<file path="src/verilog/servo_cmd_pkg.sv">
// constants, layouts and types for the servo command interpreter
package servo_cmd_pkg;
  // apb byte offsets
  localparam logic [7:0] ADDR_CMD    = 8'h00;
  localparam logic [7:0] ADDR_DATA   = 8'h04;
  localparam logic [7:0] ADDR_STATUS = 8'h08;
  localparam logic [7:0] ADDR_REPLY  = 8'h0c;
  localparam logic [7:0] ADDR_INFO   = 8'h10;
  localparam logic [7:0] ADDR_STATE  = 8'h14;
  // command codes
  localparam logic [7:0] CMD_STATUS_RD = 8'h01;
  localparam logic [7:0] CMD_FB_CLEAR  = 8'h81;
  localparam logic [7:0] CMD_ALARM     = 8'h82;
  localparam logic [7:0] CMD_PARAM_WR  = 8'h84;
  localparam logic [7:0] CMD_GROUP     = 8'h85;
  localparam logic [7:0] CMD_MODE      = 8'h8b;
  localparam logic [7:0] CMD_PROHIBIT  = 8'h90;
  localparam logic [7:0] CMD_EXT_IO    = 8'h92;
  localparam logic [7:0] CMD_TEST      = 8'ha0;
  // data numbers
  localparam logic [7:0] DN_00 = 8'h00;
  localparam logic [7:0] DN_03 = 8'h03;
  localparam logic [7:0] DN_10 = 8'h10;
  localparam logic [7:0] DN_11 = 8'h11;
  localparam logic [7:0] DN_13 = 8'h13;
  localparam logic [7:0] DN_20 = 8'h20;
  localparam logic [7:0] DN_21 = 8'h21;
  localparam logic [7:0] DN_40 = 8'h40;
  localparam logic [7:0] DN_41 = 8'h41;
  localparam logic [7:0] DN_60 = 8'h60;
  localparam logic [7:0] DN_A0 = 8'ha0;
  localparam logic [7:0] DN_NAME_LAST  = 8'h0e;
  localparam logic [7:0] DN_VALUE_BASE = 8'h80;
  localparam logic [7:0] DN_VALUE_LAST = 8'h8e;
  // data values and ranges
  localparam logic [31:0] KEY_VALUE    = 32'h0000_1ea5;
  localparam logic [31:0] MODE_MAX     = 32'h0000_0004;
  localparam logic [31:0] GROUP_MAX    = 32'h0000_0003;
  localparam logic [31:0] SPEED_MAX    = 32'h0000_7fff;
  localparam logic [31:0] LONG_MAX     = 32'h07ff_ffff;
  localparam logic [31:0] DIR_MAX      = 32'h0000_0001;
  localparam logic [31:0] ASCII_STOP   = 32'h5354_4f50;
  localparam logic [31:0] ASCII_GO     = 32'h474f_2020;
  localparam logic [31:0] ASCII_CLEAR  = 32'h434c_5220;
  // test modes
  localparam logic [2:0] MODE_NORMAL  = 3'h0;
  localparam logic [2:0] MODE_FORCED  = 3'h4;
  // parameter write data layout: dp position in the top character
  localparam int PW_DP_HI  = 31;
  localparam int PW_DP_LO  = 28;
  localparam logic [3:0] DP_MAX = 4'h5;
  // exempt input bits
  localparam int ESTOP_BIT = 0;
  localparam int FWD_LIMIT_BIT = 1;
  localparam int REV_LIMIT_BIT = 2;
  // reset values
  localparam logic [31:0] RST_WORD = 32'h0000_0000;
  // command word layout
  typedef struct packed {
    logic       go;
    logic [12:0] rsvd;
    logic       decimal;
    logic       len8;
    logic [7:0] data_no;
    logic [7:0] code;
  } cmd_type;
  // status word layout
  typedef struct packed {
    logic [28:0] rsvd;
    logic        err;
    logic        done;
    logic        busy;
  } status_type;
  // processing information of a status value
  typedef struct packed {
    logic       disp_type;
    logic [3:0] dp_pos;
  } info_type;
  // interpreter states
  typedef enum logic [1:0] {
    ST_IDLE  = 2'b00,
    ST_EXEC  = 2'b01,
    ST_FETCH = 2'b11
  } state_type;
endpackage

</file>
<file path="src/verilog/servo_cmd_interp.sv">
// apb command interpreter for servo write and status read commands
//
// Overview of operation
// - every command gets a reply or error
// - alarm history erase with key
// - current alarm clear with key
// - prohibit inputs except stop and limits
// - disable all outputs with key
// - release input prohibition with key
// - release output prohibition with key
// - select test mode zero to four
// - set test operation input signals
// - set communication input device signals
// - force signal output pins in test mode four
// - test speed up to 7fff
// - acceleration time constant, eight characters
// - moving distance, eight characters
// - positioning direction zero or one
// - start positioning with key
// - stop, go, clear remaining distance
// - type zero: receiver converts, places point
// - type one: receiver uses data unchanged
// - decimal needs point position, hex zero
// - return status item name and unit
// - return status item value and info
// - select parameter group zero to three
// - clear cumulative feedback pulse with key
`timescale 1ns/10ps
`default_nettype none
module servo_cmd_interp
  import servo_cmd_pkg::*;
#(
  parameter int IN_W  = 16,
  parameter int OUT_W = 16
) (
  // clock and reset
  input  wire logic             i_clk,
  input  wire logic             i_rst_n,
  // apb slave
  input  wire logic             i_psel,
  input  wire logic             i_penable,
  input  wire logic             i_pwrite,
  input  wire logic [7:0]       i_paddr,
  input  wire logic [31:0]      i_pwdata,
  output logic                  o_pready,
  output logic                  o_pslverr,
  output logic      [31:0]      o_prdata,
  // device pins and servo logic
  input  wire logic [IN_W-1:0]  i_input_pins,
  input  wire logic [OUT_W-1:0] i_output_devices,
  input  wire logic [31:0]      i_status_value,
  input  wire logic [4:0]       i_status_info,
  output logic      [IN_W-1:0]  o_input_devices,
  output logic      [OUT_W-1:0] o_output_pins,
  output logic                  o_analog_enable,
  output logic                  o_pulse_enable,
  output logic      [3:0]       o_status_sel,
  // events to the servo core
  output logic                  o_alarm_clear,
  output logic                  o_history_erase,
  output logic                  o_feedback_clear,
  output logic                  o_pos_start,
  output logic                  o_remaining_distance_clear,
  output logic                  o_param_write,
  output logic      [7:0]       o_param_no,
  output logic      [31:0]      o_param_value,
  // test operation settings
  output logic      [2:0]       o_test_mode,
  output logic      [1:0]       o_param_group,
  output logic      [31:0]      o_test_inputs,
  output logic      [31:0]      o_comm_inputs,
  output logic      [31:0]      o_forced_outputs,
  output logic      [15:0]      o_test_speed,
  output logic      [31:0]      o_accel_time,
  output logic      [31:0]      o_move_distance,
  output logic                  o_direction,
  output logic                  o_pos_paused
);
  // reset synchroniser
  logic rst_meta_q;
  logic rst_n_q;
  always_ff @(posedge i_clk or negedge i_rst_n) begin
    if (!i_rst_n) begin
      rst_meta_q <= 1'b0;
      rst_n_q    <= 1'b0;
    end else begin
      rst_meta_q <= 1'b1;
      rst_n_q    <= rst_meta_q;
    end
  end
  // pin synchroniser
  logic [IN_W-1:0] pin_meta_q;
  logic [IN_W-1:0] pin_q;
  always_ff @(posedge i_clk or negedge rst_n_q) begin
    if (!rst_n_q) begin
      pin_meta_q <= '0;
      pin_q      <= '0;
    end else begin
      pin_meta_q <= i_input_pins;
      pin_q      <= pin_meta_q;
    end
  end
  // apb decode
  cmd_type     cmd_q;
  logic [31:0] data_q;
  logic [31:0] reply_q;
  info_type    info_q;
  status_type  stat;
  state_type   state_q;
  state_type   state_d;
  logic        err_q;
  logic        done_q;
  logic        in_block_q;
  logic        out_block_q;
  wire         acc        = i_psel & i_penable;
  wire         commit     = acc & o_pready;
  wire         sel_cmd    = i_paddr == ADDR_CMD;
  wire         sel_data   = i_paddr == ADDR_DATA;
  wire         sel_status = i_paddr == ADDR_STATUS;
  wire         sel_reply  = i_paddr == ADDR_REPLY;
  wire         sel_info   = i_paddr == ADDR_INFO;
  wire         sel_state  = i_paddr == ADDR_STATE;
  wire         mapped     = sel_cmd | sel_data | sel_status | sel_reply | sel_info | sel_state;
  wire         busy       = state_q != ST_IDLE;
  wire         wr_cmd     = commit & i_pwrite & sel_cmd & ~busy;
  wire         wr_data    = commit & i_pwrite & sel_data & ~busy;
  wire cmd_type wcmd      = i_pwdata;
  wire         launch     = wr_cmd & wcmd.go;
  wire         bus_err    = ~mapped | (i_pwrite & (sel_cmd | sel_data) & busy)
                            | (i_pwrite & (sel_status | sel_reply | sel_info | sel_state));
  assign stat = '{rsvd: '0, err: err_q, done: done_q, busy: busy};
  wire [31:0]  state_word = {24'h0, in_block_q, out_block_q, 1'b0, o_param_group, o_test_mode};
  wire [31:0]  rd_mux = sel_cmd ? cmd_q : sel_data ? data_q : sel_status ? stat :
                        sel_reply ? reply_q : sel_info ? {27'h0, info_q} :
                        sel_state ? state_word : RST_WORD;
  // apb answer with one wait state
  always_ff @(posedge i_clk or negedge rst_n_q) begin
    if (!rst_n_q) begin
      o_pready  <= 1'b0;
      o_pslverr <= 1'b0;
      o_prdata  <= RST_WORD;
    end else begin
      o_pready  <= acc & ~o_pready;
      o_pslverr <= acc & ~o_pready & bus_err;
      o_prdata  <= (acc & ~o_pready & ~i_pwrite) ? rd_mux : RST_WORD;
    end
  end
  // command and data registers
  always_ff @(posedge i_clk or negedge rst_n_q) begin
    if (!rst_n_q) begin
      cmd_q  <= '0;
      data_q <= RST_WORD;
    end else begin
      if (wr_cmd) cmd_q <= wcmd;
      if (wr_data) data_q <= i_pwdata;
    end
  end
  // command decode
  wire [7:0] c     = cmd_q.code;
  wire [7:0] n     = cmd_q.data_no;
  wire       l8    = cmd_q.len8;
  wire       l4    = ~cmd_q.len8;
  wire       key   = data_q == KEY_VALUE;
  wire [3:0] dp    = data_q[PW_DP_HI:PW_DP_LO];
  wire hit_hist    = c == CMD_ALARM & n == DN_20;
  wire hit_alarm   = c == CMD_ALARM & n == DN_00;
  wire hit_in_off  = c == CMD_PROHIBIT & n == DN_00;
  wire hit_out_off = c == CMD_PROHIBIT & n == DN_03;
  wire hit_in_on   = c == CMD_PROHIBIT & n == DN_10;
  wire hit_out_on  = c == CMD_PROHIBIT & n == DN_13;
  wire hit_mode    = c == CMD_MODE & n == DN_00;
  wire hit_tin     = c == CMD_EXT_IO & n == DN_00;
  wire hit_comm    = c == CMD_EXT_IO & n == DN_60;
  wire hit_force   = c == CMD_EXT_IO & n == DN_A0;
  wire hit_speed   = c == CMD_TEST & n == DN_10;
  wire hit_accel   = c == CMD_TEST & n == DN_11;
  wire hit_dist    = c == CMD_TEST & n == DN_20;
  wire hit_dir     = c == CMD_TEST & n == DN_21;
  wire hit_start   = c == CMD_TEST & n == DN_40;
  wire hit_pause   = c == CMD_TEST & n == DN_41;
  wire hit_group   = c == CMD_GROUP & n == DN_00;
  wire hit_fb      = c == CMD_FB_CLEAR & n == DN_00;
  wire hit_param   = c == CMD_PARAM_WR & n != DN_00;
  wire hit_name    = c == CMD_STATUS_RD & n <= DN_NAME_LAST;
  wire hit_value   = c == CMD_STATUS_RD & n >= DN_VALUE_BASE & n <= DN_VALUE_LAST;
  wire is_stop     = data_q == ASCII_STOP;
  wire is_go       = data_q == ASCII_GO;
  wire is_clear    = data_q == ASCII_CLEAR;
  wire dp_ok       = cmd_q.decimal ? (dp != 4'h0 & dp <= DP_MAX) : dp == 4'h0;
  wire ok_hist     = hit_hist & l4 & key;
  wire ok_alarm    = hit_alarm & l4 & key;
  wire ok_in_off   = hit_in_off & l4;
  wire ok_out_off  = hit_out_off & l4 & key;
  wire ok_in_on    = hit_in_on & l4 & key;
  wire ok_out_on   = hit_out_on & l4 & key;
  wire ok_mode     = hit_mode & l4 & data_q <= MODE_MAX;
  wire ok_tin      = hit_tin & l8;
  wire ok_comm     = hit_comm & l8;
  wire ok_force    = hit_force & l8;
  wire ok_speed    = hit_speed & l4 & data_q <= SPEED_MAX;
  wire ok_accel    = hit_accel & l8 & data_q <= LONG_MAX;
  wire ok_dist     = hit_dist & l8 & data_q <= LONG_MAX;
  wire ok_dir      = hit_dir & l4 & data_q <= DIR_MAX;
  wire ok_start    = hit_start & l4 & key;
  wire ok_pause    = hit_pause & l4 & (is_stop | is_go | is_clear);
  wire ok_group    = hit_group & l4 & data_q <= GROUP_MAX;
  wire ok_fb       = hit_fb & l4 & key;
  wire ok_param    = hit_param & l8 & dp_ok;
  wire ok_read     = hit_name | hit_value;
  // any other command gets an error reply
  wire cmd_ok      = ok_hist | ok_alarm | ok_in_off | ok_out_off | ok_in_on | ok_out_on
                     | ok_mode | ok_tin | ok_comm | ok_force | ok_speed | ok_accel
                     | ok_dist | ok_dir | ok_start | ok_pause | ok_group | ok_fb
                     | ok_param | ok_read;
  wire exec        = state_q == ST_EXEC;
  wire apply       = exec & cmd_ok;
  // sequencer
  always_comb begin
    state_d = state_q;
    unique case (state_q)
      ST_IDLE:  if (launch) state_d = ST_EXEC;
      ST_EXEC:  state_d = (cmd_ok & ok_read) ? ST_FETCH : ST_IDLE;
      ST_FETCH: state_d = ST_IDLE;
      default:  state_d = ST_IDLE;
    endcase
  end
  always_ff @(posedge i_clk or negedge rst_n_q) begin
    if (!rst_n_q) begin
      state_q <= ST_IDLE;
      err_q   <= 1'b0;
      done_q  <= 1'b0;
    end else begin
      state_q <= state_d;
      if (launch) begin
        err_q  <= 1'b0;
        done_q <= 1'b0;
      end else if (exec & ~(cmd_ok & ok_read)) begin
        err_q  <= ~cmd_ok;
        done_q <= 1'b1;
      end else if (state_q == ST_FETCH) begin
        done_q <= 1'b1;
      end
    end
  end
  // status name lookup
  logic [31:0] name_code;
  status_name_rom u_name_rom (
    .i_clk  (i_clk),
    .i_addr (n[3:0]),
    .o_data (name_code)
  );
  always_ff @(posedge i_clk or negedge rst_n_q) begin
    if (!rst_n_q) begin
      reply_q      <= RST_WORD;
      info_q       <= '0;
      o_status_sel <= 4'h0;
    end else begin
      o_status_sel <= n[3:0];
      if (state_q == ST_FETCH) begin
        reply_q <= hit_value ? i_status_value : name_code;
        info_q  <= hit_value ? i_status_info : '0;
      end
    end
  end
  // one-cycle events
  always_ff @(posedge i_clk or negedge rst_n_q) begin
    if (!rst_n_q) begin
      o_alarm_clear              <= 1'b0;
      o_history_erase            <= 1'b0;
      o_feedback_clear           <= 1'b0;
      o_pos_start                <= 1'b0;
      o_remaining_distance_clear <= 1'b0;
      o_param_write              <= 1'b0;
    end else begin
      o_alarm_clear              <= apply & ok_alarm;
      o_history_erase            <= apply & ok_hist;
      o_feedback_clear           <= apply & ok_fb;
      o_pos_start                <= apply & ok_start;
      o_remaining_distance_clear <= apply & ok_pause & is_clear;
      o_param_write              <= apply & ok_param;
    end
  end
  // stored settings
  always_ff @(posedge i_clk or negedge rst_n_q) begin
    if (!rst_n_q) begin
      in_block_q       <= 1'b0;
      out_block_q      <= 1'b0;
      o_test_mode      <= MODE_NORMAL;
      o_param_group    <= 2'h0;
      o_test_inputs    <= RST_WORD;
      o_comm_inputs    <= RST_WORD;
      o_forced_outputs <= RST_WORD;
      o_test_speed     <= 16'h0000;
      o_accel_time     <= RST_WORD;
      o_move_distance  <= RST_WORD;
      o_direction      <= 1'b0;
      o_pos_paused     <= 1'b0;
      o_param_no       <= 8'h00;
      o_param_value    <= RST_WORD;
    end else if (apply) begin
      if (ok_in_off | ok_in_on) in_block_q <= ok_in_off;
      if (ok_out_off | ok_out_on) out_block_q <= ok_out_off;
      if (ok_mode) o_test_mode <= data_q[2:0];
      if (ok_group) o_param_group <= data_q[1:0];
      if (ok_tin) o_test_inputs <= data_q;
      if (ok_comm) o_comm_inputs <= data_q;
      if (ok_force) o_forced_outputs <= data_q;
      if (ok_speed) o_test_speed <= data_q[15:0];
      if (ok_accel) o_accel_time <= data_q;
      if (ok_dist) o_move_distance <= data_q;
      if (ok_dir) o_direction <= data_q[0];
      if (ok_pause & is_stop) o_pos_paused <= 1'b1;
      if ((ok_pause & (is_go | is_clear)) | ok_start) o_pos_paused <= 1'b0;
      if (ok_param) o_param_no <= n;
      if (ok_param) o_param_value <= data_q;
    end
  end
  // gated inputs, exempt stop and limits
  wire [IN_W-1:0]  exempt    = (IN_W'(1) << ESTOP_BIT) | (IN_W'(1) << FWD_LIMIT_BIT)
                               | (IN_W'(1) << REV_LIMIT_BIT);
  wire [IN_W-1:0]  in_gated  = in_block_q ? (pin_q & exempt) : pin_q;
  wire             forced    = o_test_mode == MODE_FORCED;
  wire [OUT_W-1:0] out_src   = forced ? o_forced_outputs[OUT_W-1:0] : i_output_devices;
  wire [OUT_W-1:0] out_gated = out_block_q ? '0 : out_src;
  always_ff @(posedge i_clk or negedge rst_n_q) begin
    if (!rst_n_q) begin
      o_input_devices <= '0;
      o_output_pins   <= '0;
      o_analog_enable <= 1'b0;
      o_pulse_enable  <= 1'b0;
    end else begin
      o_input_devices <= in_gated;
      o_output_pins   <= out_gated;
      o_analog_enable <= ~in_block_q;
      o_pulse_enable  <= ~in_block_q;
    end
  end
endmodule
`default_nettype wire

</file>
<file path="src/verilog/status_name_rom.sv">
// name and unit codes of the status display items, registered read
`timescale 1ns/10ps
`default_nettype none
module status_name_rom (
  // clock
  input  wire logic        i_clk,
  // lookup
  input  wire logic [3:0]  i_addr,
  output logic      [31:0] o_data
);
  logic [31:0] rom_d;
  // codes are arbitrary four-character tags
  always_comb begin
    unique case (i_addr)
      4'h0:    rom_d = 32'h4642_5020;
      4'h1:    rom_d = 32'h5350_4420;
      4'h2:    rom_d = 32'h4452_5020;
      4'h3:    rom_d = 32'h434d_5020;
      4'h4:    rom_d = 32'h4346_5120;
      4'h5:    rom_d = 32'h4153_5620;
      4'h6:    rom_d = 32'h4154_5620;
      4'h7:    rom_d = 32'h5247_4e20;
      4'h8:    rom_d = 32'h4546_4620;
      4'h9:    rom_d = 32'h504b_4c20;
      4'ha:    rom_d = 32'h5451_4920;
      4'hb:    rom_d = 32'h4f4e_4520;
      4'hc:    rom_d = 32'h4142_5320;
      4'hd:    rom_d = 32'h494e_5220;
      4'he:    rom_d = 32'h4255_5320;
      default: rom_d = 32'h0000_0000;
    endcase
  end
  always_ff @(posedge i_clk) begin
    o_data <= rom_d;
  end
endmodule
`default_nettype wire

</file>
<file path="config.mk">
export PLATFORM = sky130hd
export DESIGN_NAME = servo_cmd_interp
export DESIGN_NICKNAME = d
export VERILOG_FILES = /design/src/verilog/servo_cmd_pkg.sv /design/src/verilog/servo_cmd_interp.sv /design/src/verilog/status_name_rom.sv
export SDC_FILE = /design/constraint.sdc
export NUM_CORES = 1
export LEC_CHECK = 0
export BUFFER_PORTS_ARGS = -buffer_cell sky130_fd_sc_hd__buf_2
export CORE_ASPECT_RATIO = 1.1
export CORE_UTILIZATION = 45
export CTS_BUF_LIST = sky130_fd_sc_hd__clkbuf_4 sky130_fd_sc_hd__clkbuf_8 sky130_fd_sc_hd__clkbuf_16
export DETAILED_ROUTE_END_ITERATION = 16
export PLACE_DENSITY = 0.7
export SLEW_MARGIN = 15
export SYNTH_ARGS = -nofsm -noshare
export SYNTH_HDL_FRONTEND = slang
export SYNTH_SLANG_ARGS = --single-unit
</file>
<file path="constraint.sdc">
create_clock -name i_clk -period 18.23 [get_ports i_clk]
set_input_delay 1.823 -clock i_clk [delete_from_list [all_inputs] [get_ports i_clk]]
set_output_delay 1.823 -clock i_clk [all_outputs]
set_load 0.05 [all_outputs]
</file>
==> flow_summary.ini <==
[worst_setup_path]
wp_data_required_ns = 18.71
critPathCaptureType = flip-flop
reg2reg_depth = 6
r2r_start = n[0]
cp.arrival_ns = 4.54
crit_path_start_kind = input port
worstSetupStartpoint = i_paddr[7]
critical_path_peak_fanout = 27
worstSetupPathType = input port to flip-flop
timing.rr.end = o_test_speed[13]
rrSetupSlack_ns = 14.59

[clock_tree]
holdBufCountCts = 0
cts_buffers = 46
postCtsSetupRepairBufs = 0
cts_root_buf = sky130_fd_sc_hd__clkbuf_16
insertion_delay_ns = 0.58
clock_path_buffers = 3
resized_gates_after_cts = 0
worst_setup_hold_path_clk_slew_ns = 0.06
clock_tree.htree_level_count = 2
total_clock_sinks = 457
clock_tree_from_tritoncts = done

[route]
detail_route.vias_per_cell = 5.348
drt-total-wl_mm = 51.68
detailedRoute.firstIterationViolations = 792
wl_per_cell_um = 21.58
post_route_drc_violation_count = 0
routed-via-count = 12808
first_pass_iters = 5
drtAntennaViolNets = 0

[power]
combPwrFrac_pct = 3.2
sequentialPowerShare_pct = 50.2
powerDensity_nw_per_um2 = 92.30
max_ir_drop_vdd_mv = 0.06171
internal_power_w = 0.001613
switching_share_pct = 21.16
p_clk_share_pct = 46.5
leakage_nw = 11.64
total_net_switching_power_w = 0.0004330

[timing]
period_minus_slack_ns = 4.058
fmaxAchievable_mhz = 246.4
slew_headroom_pct = 23.37
final.period_utilization_pct = 22.26
totalNegativeSetupSlack_ns = 0
pins_over_slew_limit = 0
final_clock_skew_ns = 0.01864
unrepaired_setup_endpoints_after_global_routing = false
postLayoutSetupSlackWorst_ns = 14.17
report.final.hold_viol_count = 0
setup_viol = 0
timing_worst_slew_pin_value_ns = 1.147

[grt]
grt_use_met2_pct = 40.23
grt_util_all_layers_pct = 25.14
antenna_found_initial = 3
gr-usage-met1_pct = 34.12
gr-max-usage-layer = met2
overflow = 0
grt_use_met3_pct = 4.533
grt_pass1_wl_mm = 78.00
grt_pass1_vias = 12685
grt_start_max_net_pins = 85

[placement]
preCtsSetupSlack_ns = 13.58
gp_routability_congestion = 0.9109
port_buffers = 414
post-dp-hpwl_mm = 35.53

[final_layout]
final_util_pct = 56.05
finish.net_count = 1974
nFillCells = 3396
syn2layout_area_growth_pct = 21.82
final_layout_size_suffix_gt1_share_pct = 41.06

[synthesis]
synthesis.area_per_instance_um2 = 12.24
synth-seq-cells = 457
gate_count_of_the_mapped_netlist = 1487
warnings_synthesis = 0
portion_of_the_post_synthesis_area_used_by_sequential_elements_pct = 62.40
netlist_top_cells_count = 441 x sky130_fd_sc_hd__dfrtp_1, 249 x sky130_fd_sc_hd__nand2_1, 245 x sky130_fd_sc_hd__mux2_2
fraction_of_registers_with_async_set_reset_pct = 96.50
synth_largest_type_area_fraction_pct = 60.64
post_syn_nets = 1607
synth_top_area_cell = sky130_fd_sc_hd__dfrtp_1
netlist_top_cells_area = sky130_fd_sc_hd__dfrtp_1 61%, sky130_fd_sc_hd__mux2_2 15%, sky130_fd_sc_hd__nand2_1 5.1%
dominantRegCellSynth = sky130_fd_sc_hd__dfrtp_1
synth_edf_count = 0
synthMostInstantiatedCell = sky130_fd_sc_hd__dfrtp_1
netlist-cell-type-count = 63
netlist_area_um2 = 18200

[floorplanning]
floorplan.die.width_um = 193.8
die_area_um2 = 41250
die_h_um = 212.9
core_area_um2 = 39560
floorplan.initialDensity_pct = 46.01
io-pin-count = 415
std_cell_rows = 76

[min_path]
timing.hold.worst.class = flip-flop to asynchronous set/reset pin

[run]
maxCapViolCount = 0

[run_status]
run_status = complete, no violations
==> power groups by stage <==
stage / combinational [W] / sequential, W / clock (W)
after global placement: 0.0000628 / 0.00105 / 0
after global routing: 0.0000723 / 0.00103 / 0.00101
final: 0.0000655 / 0.00103 / 0.000953
after CTS: 0.0000641 / 0.00103 / 0.000974
after floorplan: 0.0000118 / 0.00107 / 0
after detailed placement: 0.0000638 / 0.00105 / 0
==> flip-flops by register name, indices dropped and copies added, names as in the netlist, 15 cells and up <==
name               flops
data_q                32
pin_meta_q            16
reply_q               32
o_comm_inputs         32
u_name_rom.o_data     16
pin_q                 16
o_param_value         32
o_move_distance       32
cmd_q                 15
o_input_devices       16
o_test_speed          16
o_forced_outputs      32
o_accel_time          32
o_output_pins         16
o_prdata              32
o_test_inputs         32
==> critical path, cell delays in order <==
cell and delay [ns]:
sky130_fd_sc_hd__buf_2 0.10, sky130_fd_sc_hd__or4_4 0.57, sky130_fd_sc_hd__nor4b_2 0.74, sky130_fd_sc_hd__and2_1 0.93, sky130_fd_sc_hd__a22oi_1 0.21, sky130_fd_sc_hd__nor2_1 0.14
==> cells in the final DEF, fill, tap and decap left out, types with 5 or more instances in the layout <==
cell                          n
sky130_fd_sc_hd__dfrtp_1    440
sky130_fd_sc_hd__buf_2      414
sky130_fd_sc_hd__nand2_1    248
sky130_fd_sc_hd__mux2_2     245
sky130_fd_sc_hd__o21ai_0     73
sky130_fd_sc_hd__nor2_1      55
sky130_fd_sc_hd__clkbuf_16   49
sky130_fd_sc_hd__a21oi_1     41
sky130_fd_sc_hd__nor2b_1     35
sky130_fd_sc_hd__a22oi_1     28
sky130_fd_sc_hd__mux2i_1     20
sky130_fd_sc_hd__nor3_1      18
sky130_fd_sc_hd__nand3_1     17
sky130_fd_sc_hd__dfxtp_1     16
sky130_fd_sc_hd__clkbuf_4    15
sky130_fd_sc_hd__nand2b_1    12
sky130_fd_sc_hd__nor4_1      12
sky130_fd_sc_hd__buf_4       11
sky130_fd_sc_hd__inv_1        9
sky130_fd_sc_hd__nand4_1      9
sky130_fd_sc_hd__clkbuf_8     8
sky130_fd_sc_hd__and2_1       7
sky130_fd_sc_hd__nor3b_1      7
sky130_fd_sc_hd__nor4b_1      6
sky130_fd_sc_hd__ha_1         6
sky130_fd_sc_hd__a31oi_1      5
sky130_fd_sc_hd__mux2_4       5
==> how the worst max path moves through the flow <==
stage                            end  slack, ns  cells past startpoint
CTS                 o_accel_time[26]      14.21                      3
detailed placement       o_prdata[7]      13.58                      6
global placement         o_prdata[6]      13.69                      6
finish                  o_prdata[28]      14.17                      6
floorplan                       c[0]       5.03                      0
global route             o_prdata[6]      13.96                      6
==> kinds of logic (layout without fill, tap and decap cells) <==
family / count (synthesis) / in the layout / share of synthesized area [%]
adders and majority gates: 6 / 6 / 0.4125
other: 1 / 4 / 0.02060
DFF: 457 / 457 / 62.40
xor gates and xnor gates: 2 / 2 / 0.09626
AOI/OAI and AO/OA: 171 / 171 / 5.555
and+or+nand+nor: 463 / 463 / 12.03
muxes: 270 / 270 / 16.67
buffers and inverters: 117 / 515 / 2.819
==> stage by stage <==
stage                     cell area [um2]  hold WS (ns)  cells  total power, W
after floorplan                     18200        0.3312   1487        0.001084
after global placement              20570        0.3323   2311        0.001111
after detailed placement            20570        0.3347   2311        0.001113
after CTS                           22100        0.3489   2390        0.002068
after global routing                22170        0.3449   2395        0.002115
final                               22170        0.3034   2395        0.002046
==> area by class of cell <==
type	instances	area (um2)	share of cell area (%)
well taps	507	634.4	2.861
clock inverters	7	88.84	0.4007
diodes	3	7.507	0.03386
repair buffers	427	2210	9.966
inverters	9	33.78	0.1524
clock buffers	72	1449	6.535
multi-input cells	913	6389	28.81
flip-flops and latches	457	11360	51.24
==> layer usage <==
layer | part of all wire (%) | vias up
met1 | 43 | 6418
met3 | 5.5 | 84
met5 | 0 | -
li1 | - | 5853
met4 | 3.3 | 0
met2 | 48 | 453
Note: power is estimated with default switching activity, not from simulation.
